$ cat src/verilog/lgsc_cfg.svh
// Constants for the low-side gate edge-rate control block
`ifndef LGSC_CFG_SVH
`define LGSC_CFG_SVH
// Register map
`define LGSC_ADDR_EDGE_CFG 12'h18F
`define LGSC_ADDR_MSB 11
`define LGSC_RW_BIT 15
`define LGSC_BANK_BIT 15
// Drivers and codes
`define LGSC_NDRV 7
`define LGSC_CODES_W 14
`define LGSC_CODE_300 2'h0
`define LGSC_CODE_50 2'h1
`define LGSC_CODE_25 2'h2
`define LGSC_CODE_12P5 2'h3
`define LGSC_CODES_RESET 14'h0000
// Serial frame
`define LGSC_CMD_LAST 6'h0F
`define LGSC_DATA_FIRST 6'h10
`define LGSC_FRAME_LAST 6'h1F
// Timing
`define LGSC_CLK_MHZ 250
`define LGSC_SLEW_SWITCH_NS 166
`define LGSC_SLEW_SWITCH_CYC ((`LGSC_SLEW_SWITCH_NS * `LGSC_CLK_MHZ) / 1000)
`endif

$ cat src/verilog/lgsc_pkg.sv
// Types for the low-side gate edge-rate control block
package lgsc_pkg;
  typedef enum logic {
    LGSC_MODE_NORMAL,
    LGSC_MODE_RUN
  } lgsc_mode_t;
  typedef logic [13:0] lgsc_codes_t;
  typedef logic [1:0] lgsc_code_t;
endpackage

$ cat src/verilog/lgsc_top.sv
// Low-side gate edge-rate control with serial config and safe gate state
//
// What this block does
// - Each of seven low-side drivers has its own 2-bit strength code.
// - Rising and falling edge codes per driver are chosen independently.
// - Writing a rising code also sets that driver's falling code to match.
// - Codes 00, 01, 10, 11 mean 300, 50, 25, 12.5 V/us.
// - Host writes codes at register 0x18F over serial, Normal mode only.
// - Reset leaves the block in Normal mode, writable at once.
// - Microcode request forces one driver's codes to the fastest rate.
// - A new setting reaches the code outputs within one clock.
// - Reset forces every gate output low immediately.
// - Gate high only with enable, no undervolt, clock ok and command.
`timescale 1ns/1ns
`include "lgsc_cfg.svh"

module lgsc_top (
  // Clock and reset
  input wire logic sys_clk,
  input wire logic rst_n,
  // Serial register port
  input wire logic spi_cs_n,
  input wire logic spi_sclk,
  input wire logic spi_mosi,
  output logic spi_miso,
  output logic spi_miso_oe,
  // Mode control
  input wire logic mode_run_req,
  input wire logic mode_normal_req,
  output logic mode_is_normal,
  // Microcode fast-edge request
  input wire logic ucode_fast_req,
  input wire logic [2:0] ucode_fast_drv,
  // Gate qualifiers
  input wire logic drive_enable,
  input wire logic gate_supply_undervolt,
  input wire logic logic_supply_undervolt,
  input wire logic clock_monitor_enable,
  input wire logic [6:0] channel_cmd,
  // Gate and strength outputs
  output logic [6:0] gate_out,
  output logic [13:0] rise_code,
  output logic [13:0] fall_code
);

  // Force one driver's 2-bit field to the fastest code
  function automatic lgsc_pkg::lgsc_codes_t set_fast(
    input lgsc_pkg::lgsc_codes_t codes,
    input logic [2:0] drv
  );
    lgsc_pkg::lgsc_codes_t res;
    res = codes;
    for (int i = 0; i < `LGSC_NDRV; i++) begin
      if (drv == 3'(i)) begin
        res[2*i +: 2] = `LGSC_CODE_300;
      end
    end
    return res;
  endfunction

  lgsc_pkg::lgsc_mode_t mode_q;
  logic normal_q;
  lgsc_pkg::lgsc_codes_t rise_q;
  lgsc_pkg::lgsc_codes_t rise_d;
  lgsc_pkg::lgsc_codes_t fall_q;
  lgsc_pkg::lgsc_codes_t fall_d;
  logic bank_q;
  logic bank_d;
  logic [6:0] gate_q;
  logic gate_ok;

  logic sclk_q;
  logic sclk_prev_q;
  logic cs_n_q;
  logic mosi_q;
  logic sclk_rise;
  logic sclk_fall;
  logic [5:0] bit_cnt_q;
  logic [15:0] shift_in_q;
  logic [15:0] word_in;
  logic [15:0] cmd_q;
  logic [15:0] shift_out_q;
  logic miso_q;
  logic miso_oe_q;
  logic [15:0] read_word;
  logic addr_hit;
  logic cmd_addr_hit;
  logic cmd_is_read;
  logic wr_commit;

  // Serial pins are synchronous; one stage gives a clean edge detect
  always_ff @(posedge sys_clk or negedge rst_n) begin
    if (!rst_n) begin
      sclk_q <= 1'b0;
      sclk_prev_q <= 1'b0;
      cs_n_q <= 1'b1;
      mosi_q <= 1'b0;
    end else begin
      sclk_q <= spi_sclk;
      sclk_prev_q <= sclk_q;
      cs_n_q <= spi_cs_n;
      mosi_q <= spi_mosi;
    end
  end

  assign sclk_rise = sclk_q & ~sclk_prev_q & ~cs_n_q;
  assign sclk_fall = ~sclk_q & sclk_prev_q & ~cs_n_q;
  assign word_in = {shift_in_q[14:0], mosi_q};
  assign addr_hit = (word_in[`LGSC_ADDR_MSB:0] == `LGSC_ADDR_EDGE_CFG);
  assign cmd_addr_hit = (cmd_q[`LGSC_ADDR_MSB:0] == `LGSC_ADDR_EDGE_CFG);
  assign cmd_is_read = word_in[`LGSC_RW_BIT];

  // Writes outside Normal mode are dropped silently
  assign wr_commit = sclk_rise &&
                     (bit_cnt_q == `LGSC_FRAME_LAST) &&
                     !cmd_q[`LGSC_RW_BIT] &&
                     cmd_addr_hit &&
                     (mode_q == lgsc_pkg::LGSC_MODE_NORMAL);

  // Bit counter and input shifter
  always_ff @(posedge sys_clk or negedge rst_n) begin
    if (!rst_n) begin
      bit_cnt_q <= 6'h00;
      shift_in_q <= 16'h0000;
      cmd_q <= 16'h0000;
    end else if (cs_n_q) begin
      bit_cnt_q <= 6'h00;
    end else if (sclk_rise) begin
      shift_in_q <= word_in;
      bit_cnt_q <= bit_cnt_q + 6'h01;
      if (bit_cnt_q == `LGSC_CMD_LAST) begin
        cmd_q <= word_in;
      end
    end
  end

  // Readback shows the bank named by the last write; bit 14 reads zero
  always_comb begin
    read_word = {bank_q, 1'b0, bank_q ? fall_q : rise_q};
  end

  // Output shifter; unmapped or write frames return zeros
  always_ff @(posedge sys_clk or negedge rst_n) begin
    if (!rst_n) begin
      shift_out_q <= 16'h0000;
      miso_q <= 1'b0;
      miso_oe_q <= 1'b0;
    end else begin
      miso_oe_q <= ~cs_n_q;
      if (cs_n_q) begin
        shift_out_q <= 16'h0000;
        miso_q <= 1'b0;
      end else if (sclk_rise && bit_cnt_q == `LGSC_CMD_LAST) begin
        shift_out_q <= (cmd_is_read && addr_hit) ? read_word : 16'h0000;
      end else if (sclk_fall && bit_cnt_q >= `LGSC_DATA_FIRST) begin
        miso_q <= shift_out_q[15];
        shift_out_q <= {shift_out_q[14:0], 1'b0};
      end
    end
  end

  // Mode: Normal after reset, run request wins a tie
  always_ff @(posedge sys_clk or negedge rst_n) begin
    if (!rst_n) begin
      mode_q <= lgsc_pkg::LGSC_MODE_NORMAL;
      normal_q <= 1'b1;
    end else if (mode_run_req) begin
      mode_q <= lgsc_pkg::LGSC_MODE_RUN;
      normal_q <= 1'b0;
    end else if (mode_normal_req) begin
      mode_q <= lgsc_pkg::LGSC_MODE_NORMAL;
      normal_q <= 1'b1;
    end
  end

  // Next strength codes; microcode wins over a same-cycle serial write
  always_comb begin
    rise_d = rise_q;
    fall_d = fall_q;
    bank_d = bank_q;
    if (wr_commit) begin
      bank_d = word_in[`LGSC_BANK_BIT];
      if (!word_in[`LGSC_BANK_BIT]) begin
        rise_d = word_in[13:0];
        fall_d = word_in[13:0];
      end else begin
        fall_d = word_in[13:0];
      end
    end
    if (ucode_fast_req && ucode_fast_drv < 3'(`LGSC_NDRV)) begin
      rise_d = set_fast(rise_d, ucode_fast_drv);
      fall_d = set_fast(fall_d, ucode_fast_drv);
    end
  end

  // Codes drive the pre-driver straight from flops, one clock after a
  // change, far inside the allowed switching time
  always_ff @(posedge sys_clk or negedge rst_n) begin
    if (!rst_n) begin
      rise_q <= `LGSC_CODES_RESET;
      fall_q <= `LGSC_CODES_RESET;
      bank_q <= 1'b0;
    end else begin
      rise_q <= rise_d;
      fall_q <= fall_d;
      bank_q <= bank_d;
    end
  end

  assign gate_ok = drive_enable &&
                   !gate_supply_undervolt &&
                   !logic_supply_undervolt &&
                   clock_monitor_enable;

  // Async reset clears the gates without waiting for a clock edge
  always_ff @(posedge sys_clk or negedge rst_n) begin
    if (!rst_n) begin
      gate_q <= 7'h00;
    end else begin
      gate_q <= {7{gate_ok}} & channel_cmd;
    end
  end

  // Code meaning is fixed by the analog stage: 00 fastest, 11 slowest
  // Status pin comes from its own flop, not a decode, so it cannot glitch

  assign spi_miso = miso_q;
  assign spi_miso_oe = miso_oe_q;
  assign mode_is_normal = normal_q;
  assign gate_out = gate_q;
  assign rise_code = rise_q;
  assign fall_code = fall_q;

endmodule // lgsc_top

$ cat config.mk
export PLATFORM = sky130hd
export DESIGN_NAME = lgsc_top
export DESIGN_NICKNAME = d
export VERILOG_FILES = /design/src/verilog/lgsc_pkg.sv /design/src/verilog/lgsc_top.sv
export VERILOG_INCLUDE_DIRS = /design/src /design/src/verilog
export SDC_FILE = /design/constraint.sdc
export NUM_CORES = 1
export LEC_CHECK = 0
export BUFFER_PORTS_ARGS = -buffer_cell sky130_fd_sc_hd__clkbuf_2
export CORE_MARGIN = 5
export CORE_UTILIZATION = 55
export DETAILED_ROUTE_END_ITERATION = 16
export PLACE_DENSITY = 0.79
export SLEW_MARGIN = 10
export SYNTH_ARGS = -nofsm -noshare
export SYNTH_HDL_FRONTEND = slang
export SYNTH_SLANG_ARGS = --single-unit
$ cat constraint.sdc
create_clock -name sys_clk -period 3 [get_ports sys_clk]
set_input_delay 0.45 -clock sys_clk [delete_from_list [all_inputs] [get_ports sys_clk]]
set_output_delay 0.45 -clock sys_clk [all_outputs]
set_load 0.02 [all_outputs]
* Word-level counts from Yosys, hierarchy flattened
Index checks and enable logic that the tools add are counted.
** Word-level totals
- Register bits :: 97
- Bits in latches :: 0
- Memory bits (writable) :: 0
- Bits in read-only memories :: 0
- Input port bits :: 22
- Output and inout bits :: 38
- Memories :: 0
** Operators by class
- Add/subtract/negate cells :: 1
- Multipliers :: 0
- Divide/modulo/power cells :: 0
- Order comparisons :: 2
- Equality and inequality tests :: 11
- Shifts and indexed selects :: 0
- Multiplexer cells :: 33
- Bitwise logic cells :: 9
- Reduce and logical (&&, ||, !) cells :: 22
** Operators with widths (number)
- $mux 14 :: 6
- $mux 16 :: 4
- $mux 2 :: 14
- $eq 12x9->1 const B :: 2
- $mux 6 :: 2
- $logic_and 1x1->1 :: 11
- $eq 3x3->1 const B :: 3
- $and 7x7->7 :: 1
- $mux 1 :: 7
- $add 6x1->6 const B :: 1
- $eq 3x2->1 const B :: 2
- $eq 6x4->1 const B :: 1
- $eq 6x5->1 const B :: 1
- $ge 6x5->1 const B :: 1
- $reduce_bool 2->1 :: 3
- $and 1x1->1 :: 4
- $not 1->1 :: 4
- $reduce_and 2->1 :: 2
- $eq 3x1->1 const B :: 1
- $logic_not 1->1 :: 3
- $logic_not 3->1 :: 1
- $lt 3x3->1 const B :: 1
- $reduce_and 3->1 :: 1
- $reduce_bool 3->1 :: 1
- $ne 2x2->1 const B :: 1

* Longest topological paths before layout
- Word-level depth :: 10
- Mapped depth :: 9

* Worst setup path after synthesis
No wires, ideal clock.
- Path type :: reg-to-reg
- Start :: reg bit_cnt_q[0]
- End :: reg shift_out_q[10]
- Arrival :: 1.770 ns
- Data required time :: 2.874 ns
- Setup slack :: 1.104 ns
- Cell stages (with the launch flop) :: 10
- Path buffers :: 4
- Cells stage by stage :: dfrtp_1 ha_1 and3b_1 buf_6 and3_4 buf_6 and3_4 buf_6 buf_6 a221o_1
** On the way
- Cells in the longest elaborated chain, start to end :: 4
** RTL lines
- start, declared :: line lgsc_top.sv:78 : logic [5:0] bit_cnt_q;
- start signal, assigned :: line lgsc_top.sv:130 : bit_cnt_q <= bit_cnt_q + 6'h01;
- parallel branches: the longest is 4 deep, another holds $ge 6x5->1
- end signal, assigned :: line lgsc_top.sv:154 : shift_out_q <= (cmd_is_read && addr_hit) ? read_word : 16'h0000;
- end signal, assigned :: line lgsc_top.sv:157 : shift_out_q <= {shift_out_q[14:0], 1'b0};
- end, declared :: line lgsc_top.sv:82 : logic [15:0] shift_out_q;
Parallel ways; which one is timed is not known.
A chain may end at the register's enable or synchronous reset.

* Worst setup path after layout
- Start :: reg cmd_q[11]
- End :: reg bank_q
** On the way
- Cells in the longest elaborated chain, start to end :: 3
** RTL lines
- start, declared :: line lgsc_top.sv:81 : logic [15:0] cmd_q;
- start signal, assigned :: line lgsc_top.sv:132 : cmd_q <= word_in;
- $eq 12x9->1 (no line)
- $logic_and 1x1->1 (2 in a row) :: line lgsc_top.sv:114 : assign wr_commit = sclk_rise &&
- end signal, assigned :: line lgsc_top.sv:206 : bank_q <= bank_d;
- end, declared :: line lgsc_top.sv:67 : logic bank_q;
No other way between the ends.

==> results list <==
- The flow ran to the end, and the final reports show no timing, DRC or antenna violations.
- Highest cell delay on the worst timing path: 0.51 ns
* Total wire length: slightly above 9000 um
- TritonCTS clock tree: yes
- Clock-pin slew was measured on the worst setup and hold paths at ~0.090 ns.
* Via count: 2980
- Final Wtd Congestion: just over 0.8
* Synth warnings: 0
- Synthesis instantiated 42 different standard cells from the library.
* Worst slew pin tran: 0.960 ns
- Antenna violations before repair: 0
- Clock tree synthesis inserted a total of 9 buffers.
* RSZ-0062 raised after global routing: no
- After legalization and detailed placement, the total HPWL measured 6520 um.
- The max-slew violation total from the final report was 0.
- DRC marker count from the first detailed-route iteration: 203
- In this run the most used layer during global routing was met2.
- In this run the critical register-to-register path is captured at bank_q.
- Cell count of the worst reg-to-reg path: 4
- The count of buffers added on input and output ports is 59.
- Final Hold Vio Count: 0
- The most critical setup path has its startpoint at cmd_q[11].
- The floorplan step defined a core boundary enclosing 7370 um2.
- Measured against the total synthesized area, the mux share comes to approximately 15%.
- In this run the worst hold path is classified as primary input to asynchronous set/reset pin.
- Global-route track usage on met2: around a third
* Final setup margin: 0.858 ns
* Crit path capture: bank_q
- Using the TritonRoute via totals, the vias-per-cell ratio works out to approximately 5.8.
* Synthesis-stage register bit count: 94
- At the worst endpoint, the required time is approximately 3.3 ns.
* Worst-case hold slack: 0.0970 ns
- Sequential element share of the synthesized area: a little under three fifths
* Post-place instance area: between 4000 and 5000 um2
- The first detailed-routing pass ran for 4 iterations.
* Max H-tree Level: 3
- In the synthesized netlist the dominant register cell turns out to be sky130_fd_sc_hd__dfrtp_1.
- Count of buffers added by post-CTS timing repair for setup: 0
* Overall power: approximately 2400 uW
- After technology mapping, the gate count stands at between 300 and 400.
* Relative slew slack: a little over a third
- 0 antenna diodes ended up in the layout.
* Number of nets in the synthesized netlist: between 300 and 400
* Maximum buffer depth of the clock tree: 2
* Adder-cell area share of the yosys netlist: less than 1%
- After detailed routing, the average wire length per cell comes to ~18 um.
- Clock Sinks: between 90 and 100
- Each instance of the synthesized netlist takes up on average roughly 12 um2.
- 60 I/O pins were placed.
* Final worst clock skew: approximately 0.012 ns
- DRC violation count after routing: 0
- FFs w/ async S/R, synth: 100%
* Number of instances resized during post-cts repair: 0
- The number of global-route vias before repair was 3091.
- Worst setup EP type: flop
- In the final design database the tool counted 430 nets.
- Xor-xnor portion of the synthesized cell area: under 10%
- The worst setup path is launched from a flop.
* Power density relative to cell area: roughly 510 nW/um2
- Summing all non-filler instances in the final layout gives an area of roughly 4700 um2.
* Static leakage power: between 0.002 and 0.0025 uW
- Entering global routing, the biggest net connects 50 pins.
* Die Outline Area: approximately 9500 um2
- First-pass GRT wire length: 15800 um
- Final critical path time including I/O delays and setup: around 2.1 ns
* Die Height: 97.5 um
- Area of the mapped netlist: ~4200 um2
- Die X-Extent: 97.5 um
- Worst reg2reg path startpoint: cmd_q[11]
- For the final routed database, the setup TNS stands at 0 ns.
- The count of nets left with antenna violations once routing finished came out at 0.
* Cells along the critical path: nor4b_1 -> and4_1 -> and3_1 -> mux2_1
* Post-place setup slack: around 0.86 ns
* Number of synthesized flops with an enable pin: 0
- The setup check on the worst reg-to-reg path leaves a slack of roughly 0.86 ns.
- The number of hold buffers added after CTS was 0.
* Total of max-cap violations: 0
- The post-route netlist has a little under a third of its cells at a drive strength greater than 1.
- For met1 alone, demand over resource in global routing was between 20% and 30%.
- Fmax: roughly 470 MHz
- Root cell of the clock tree: sky130_fd_sc_hd__clkbuf_8
- Summing the areas of all compound-gate instances in the mapped netlist gives roughly 7.3% of the synthesized area.
* Tcrit/Tclk final: between 70 and 80%
- Synth Area in Simple Gates: 17.4%
* All-Layer GR Usage: approximately a fifth
- For this run, global-route usage on met3 was measured as 4.31%.
- Clock latency on the worst-skew pair: ~0.36 ns
* Number of core rows: 31
* Worst Path Class, Setup: flop to flop
- Highest-delay cell along the critical path: sky130_fd_sc_hd__and3_1
* Maximum fanout along the worst path: 9
- Starting utilization of the core area: 57.1%
- Worst vdd rail ir drop: slightly below 0.0003 V
- Endpoints failing setup: 0
- Residual overflow from global routing: 0
- From synthesis to final layout, the design area changed by 11.8%.
* Dominant combinational cell family by area after synthesis: simple AND/OR/NAND/NOR gates
- Data arrives at the worst endpoint at between 2 and 2.5 ns.
## metal layers
layer  vias to the layer above  routed length, um
met5                         -                  0
met4                         0                203
met3                        17                635
met2                       111               4470
met1                      1473               3930
li1                       1379                  -
## critical path: cells and delay by family (launching register included)
family	cells	cell delay [ns]
DFF	1	0.38
muxes	1	0.38
and+or+nand+nor	3	1.27
## state kept, by name (all words and copies together) (netlist names)
signal	cells
rise_code	14
bit_cnt_q	6
shift_out_q	16
bank_q	1
mode_q	1
fall_code	14
mosi_q	1
spi_miso	1
shift_in_q	15
sclk_prev_q	1
gate_out	7
sclk_q	1
spi_miso_oe	1
cmd_q	13
mode_is_normal	1
cs_n_q	1
## through the flow
step | cells | util, %
floorplan | 355 | -
finish | 511 | 63.8
detailed placement | 495 | 61.6
CTS | 511 | 63.8
global route | 511 | 63.8
global placement | 495 | 61.6
## logic make-up after synthesis
family | count (synthesis)
and+or+nand+nor | 129
DFF | 94
muxes | 58
AOI/OAI and AO/OA | 46
buffers and inverters | 22
xor gates and xnor gates | 5
adders and majority gates | 1
## worst min path at each step
| stage | end | slack, ns | cells past startpoint |
|---|---|---|---|
| floorplan | bank_q | 0.15 | 0 |
| global placement | shift_in_q[14] | 0.46 | 2 |
| detailed placement | shift_in_q[14] | 0.47 | 2 |
| CTS | mosi_q | 0.11 | 1 |
| global route | sclk_prev_q | 0.14 | 1 |
| finish | bit_cnt_q[3] | 0.1 | 1 |
## Yosys cell counts (all sizes together), types with 2 or more instances
library cell / instances / share of area [%]
clkbuf: 9 / 0.80
a21oi: 15 / 1.8
nor2: 16 / 1.4
mux2: 42 / 11
nand2: 35 / 3.1
and3b: 2 / 0.42
and3: 6 / 1.1
xnor2: 2 / 0.42
mux2i: 16 / 3.8
nor2b: 3 / 0.45
a221o: 14 / 3.3
nor4b: 4 / 0.98
nand3: 7 / 0.83
and4: 2 / 0.42
dfstp: 2 / 1.2
nand2b: 3 / 0.45
o21ai: 15 / 1.8
nor3: 4 / 0.74
xor2: 3 / 0.62
inv: 2 / 0.18
and2: 23 / 3.4
buf: 10 / 1.8
dfrtp: 92 / 55
nand4: 17 / 2.5
## final cells by class
class	instances	area (um2)
flip-flops and latches	94	2350
well taps	99	124
inverters	3	11.3
repair buffers	60	318
clock inverters	7	41.3
multi-input cells	239	1730
fillers	594	2670
clock buffers	9	124
## power breakdown
part | internal (uW) | switching, uW
logic | 102 | 110
clock network | 295 | 431
registers | 1340 | 116
## cell usage in the layout (no fill, tap or decap), drive strengths merged
cell type,instances
a32o,1
nor2,16
mux2i,16
and2,23
a221o,14
nand3b,1
xnor2,2
nor4b,4
clkbuf,67
buf,2
and4,2
and4b,1
nor3,4
clkinvlp,1
ha,1
nor3b,1
a21oi,15
and3,6
a21o,1
inv,2
and2b,1
mux2,42
clkinv,7
xor2,3
nand2b,3
nand2,35
nor2b,3
nand4,17
nand3,7
dfstp,2
and3b,2
or3b,1
and4bb,1
nor4bb,1
o21ai,15
dfrtp,92
Note: power is estimated with default switching activity, not from simulation.
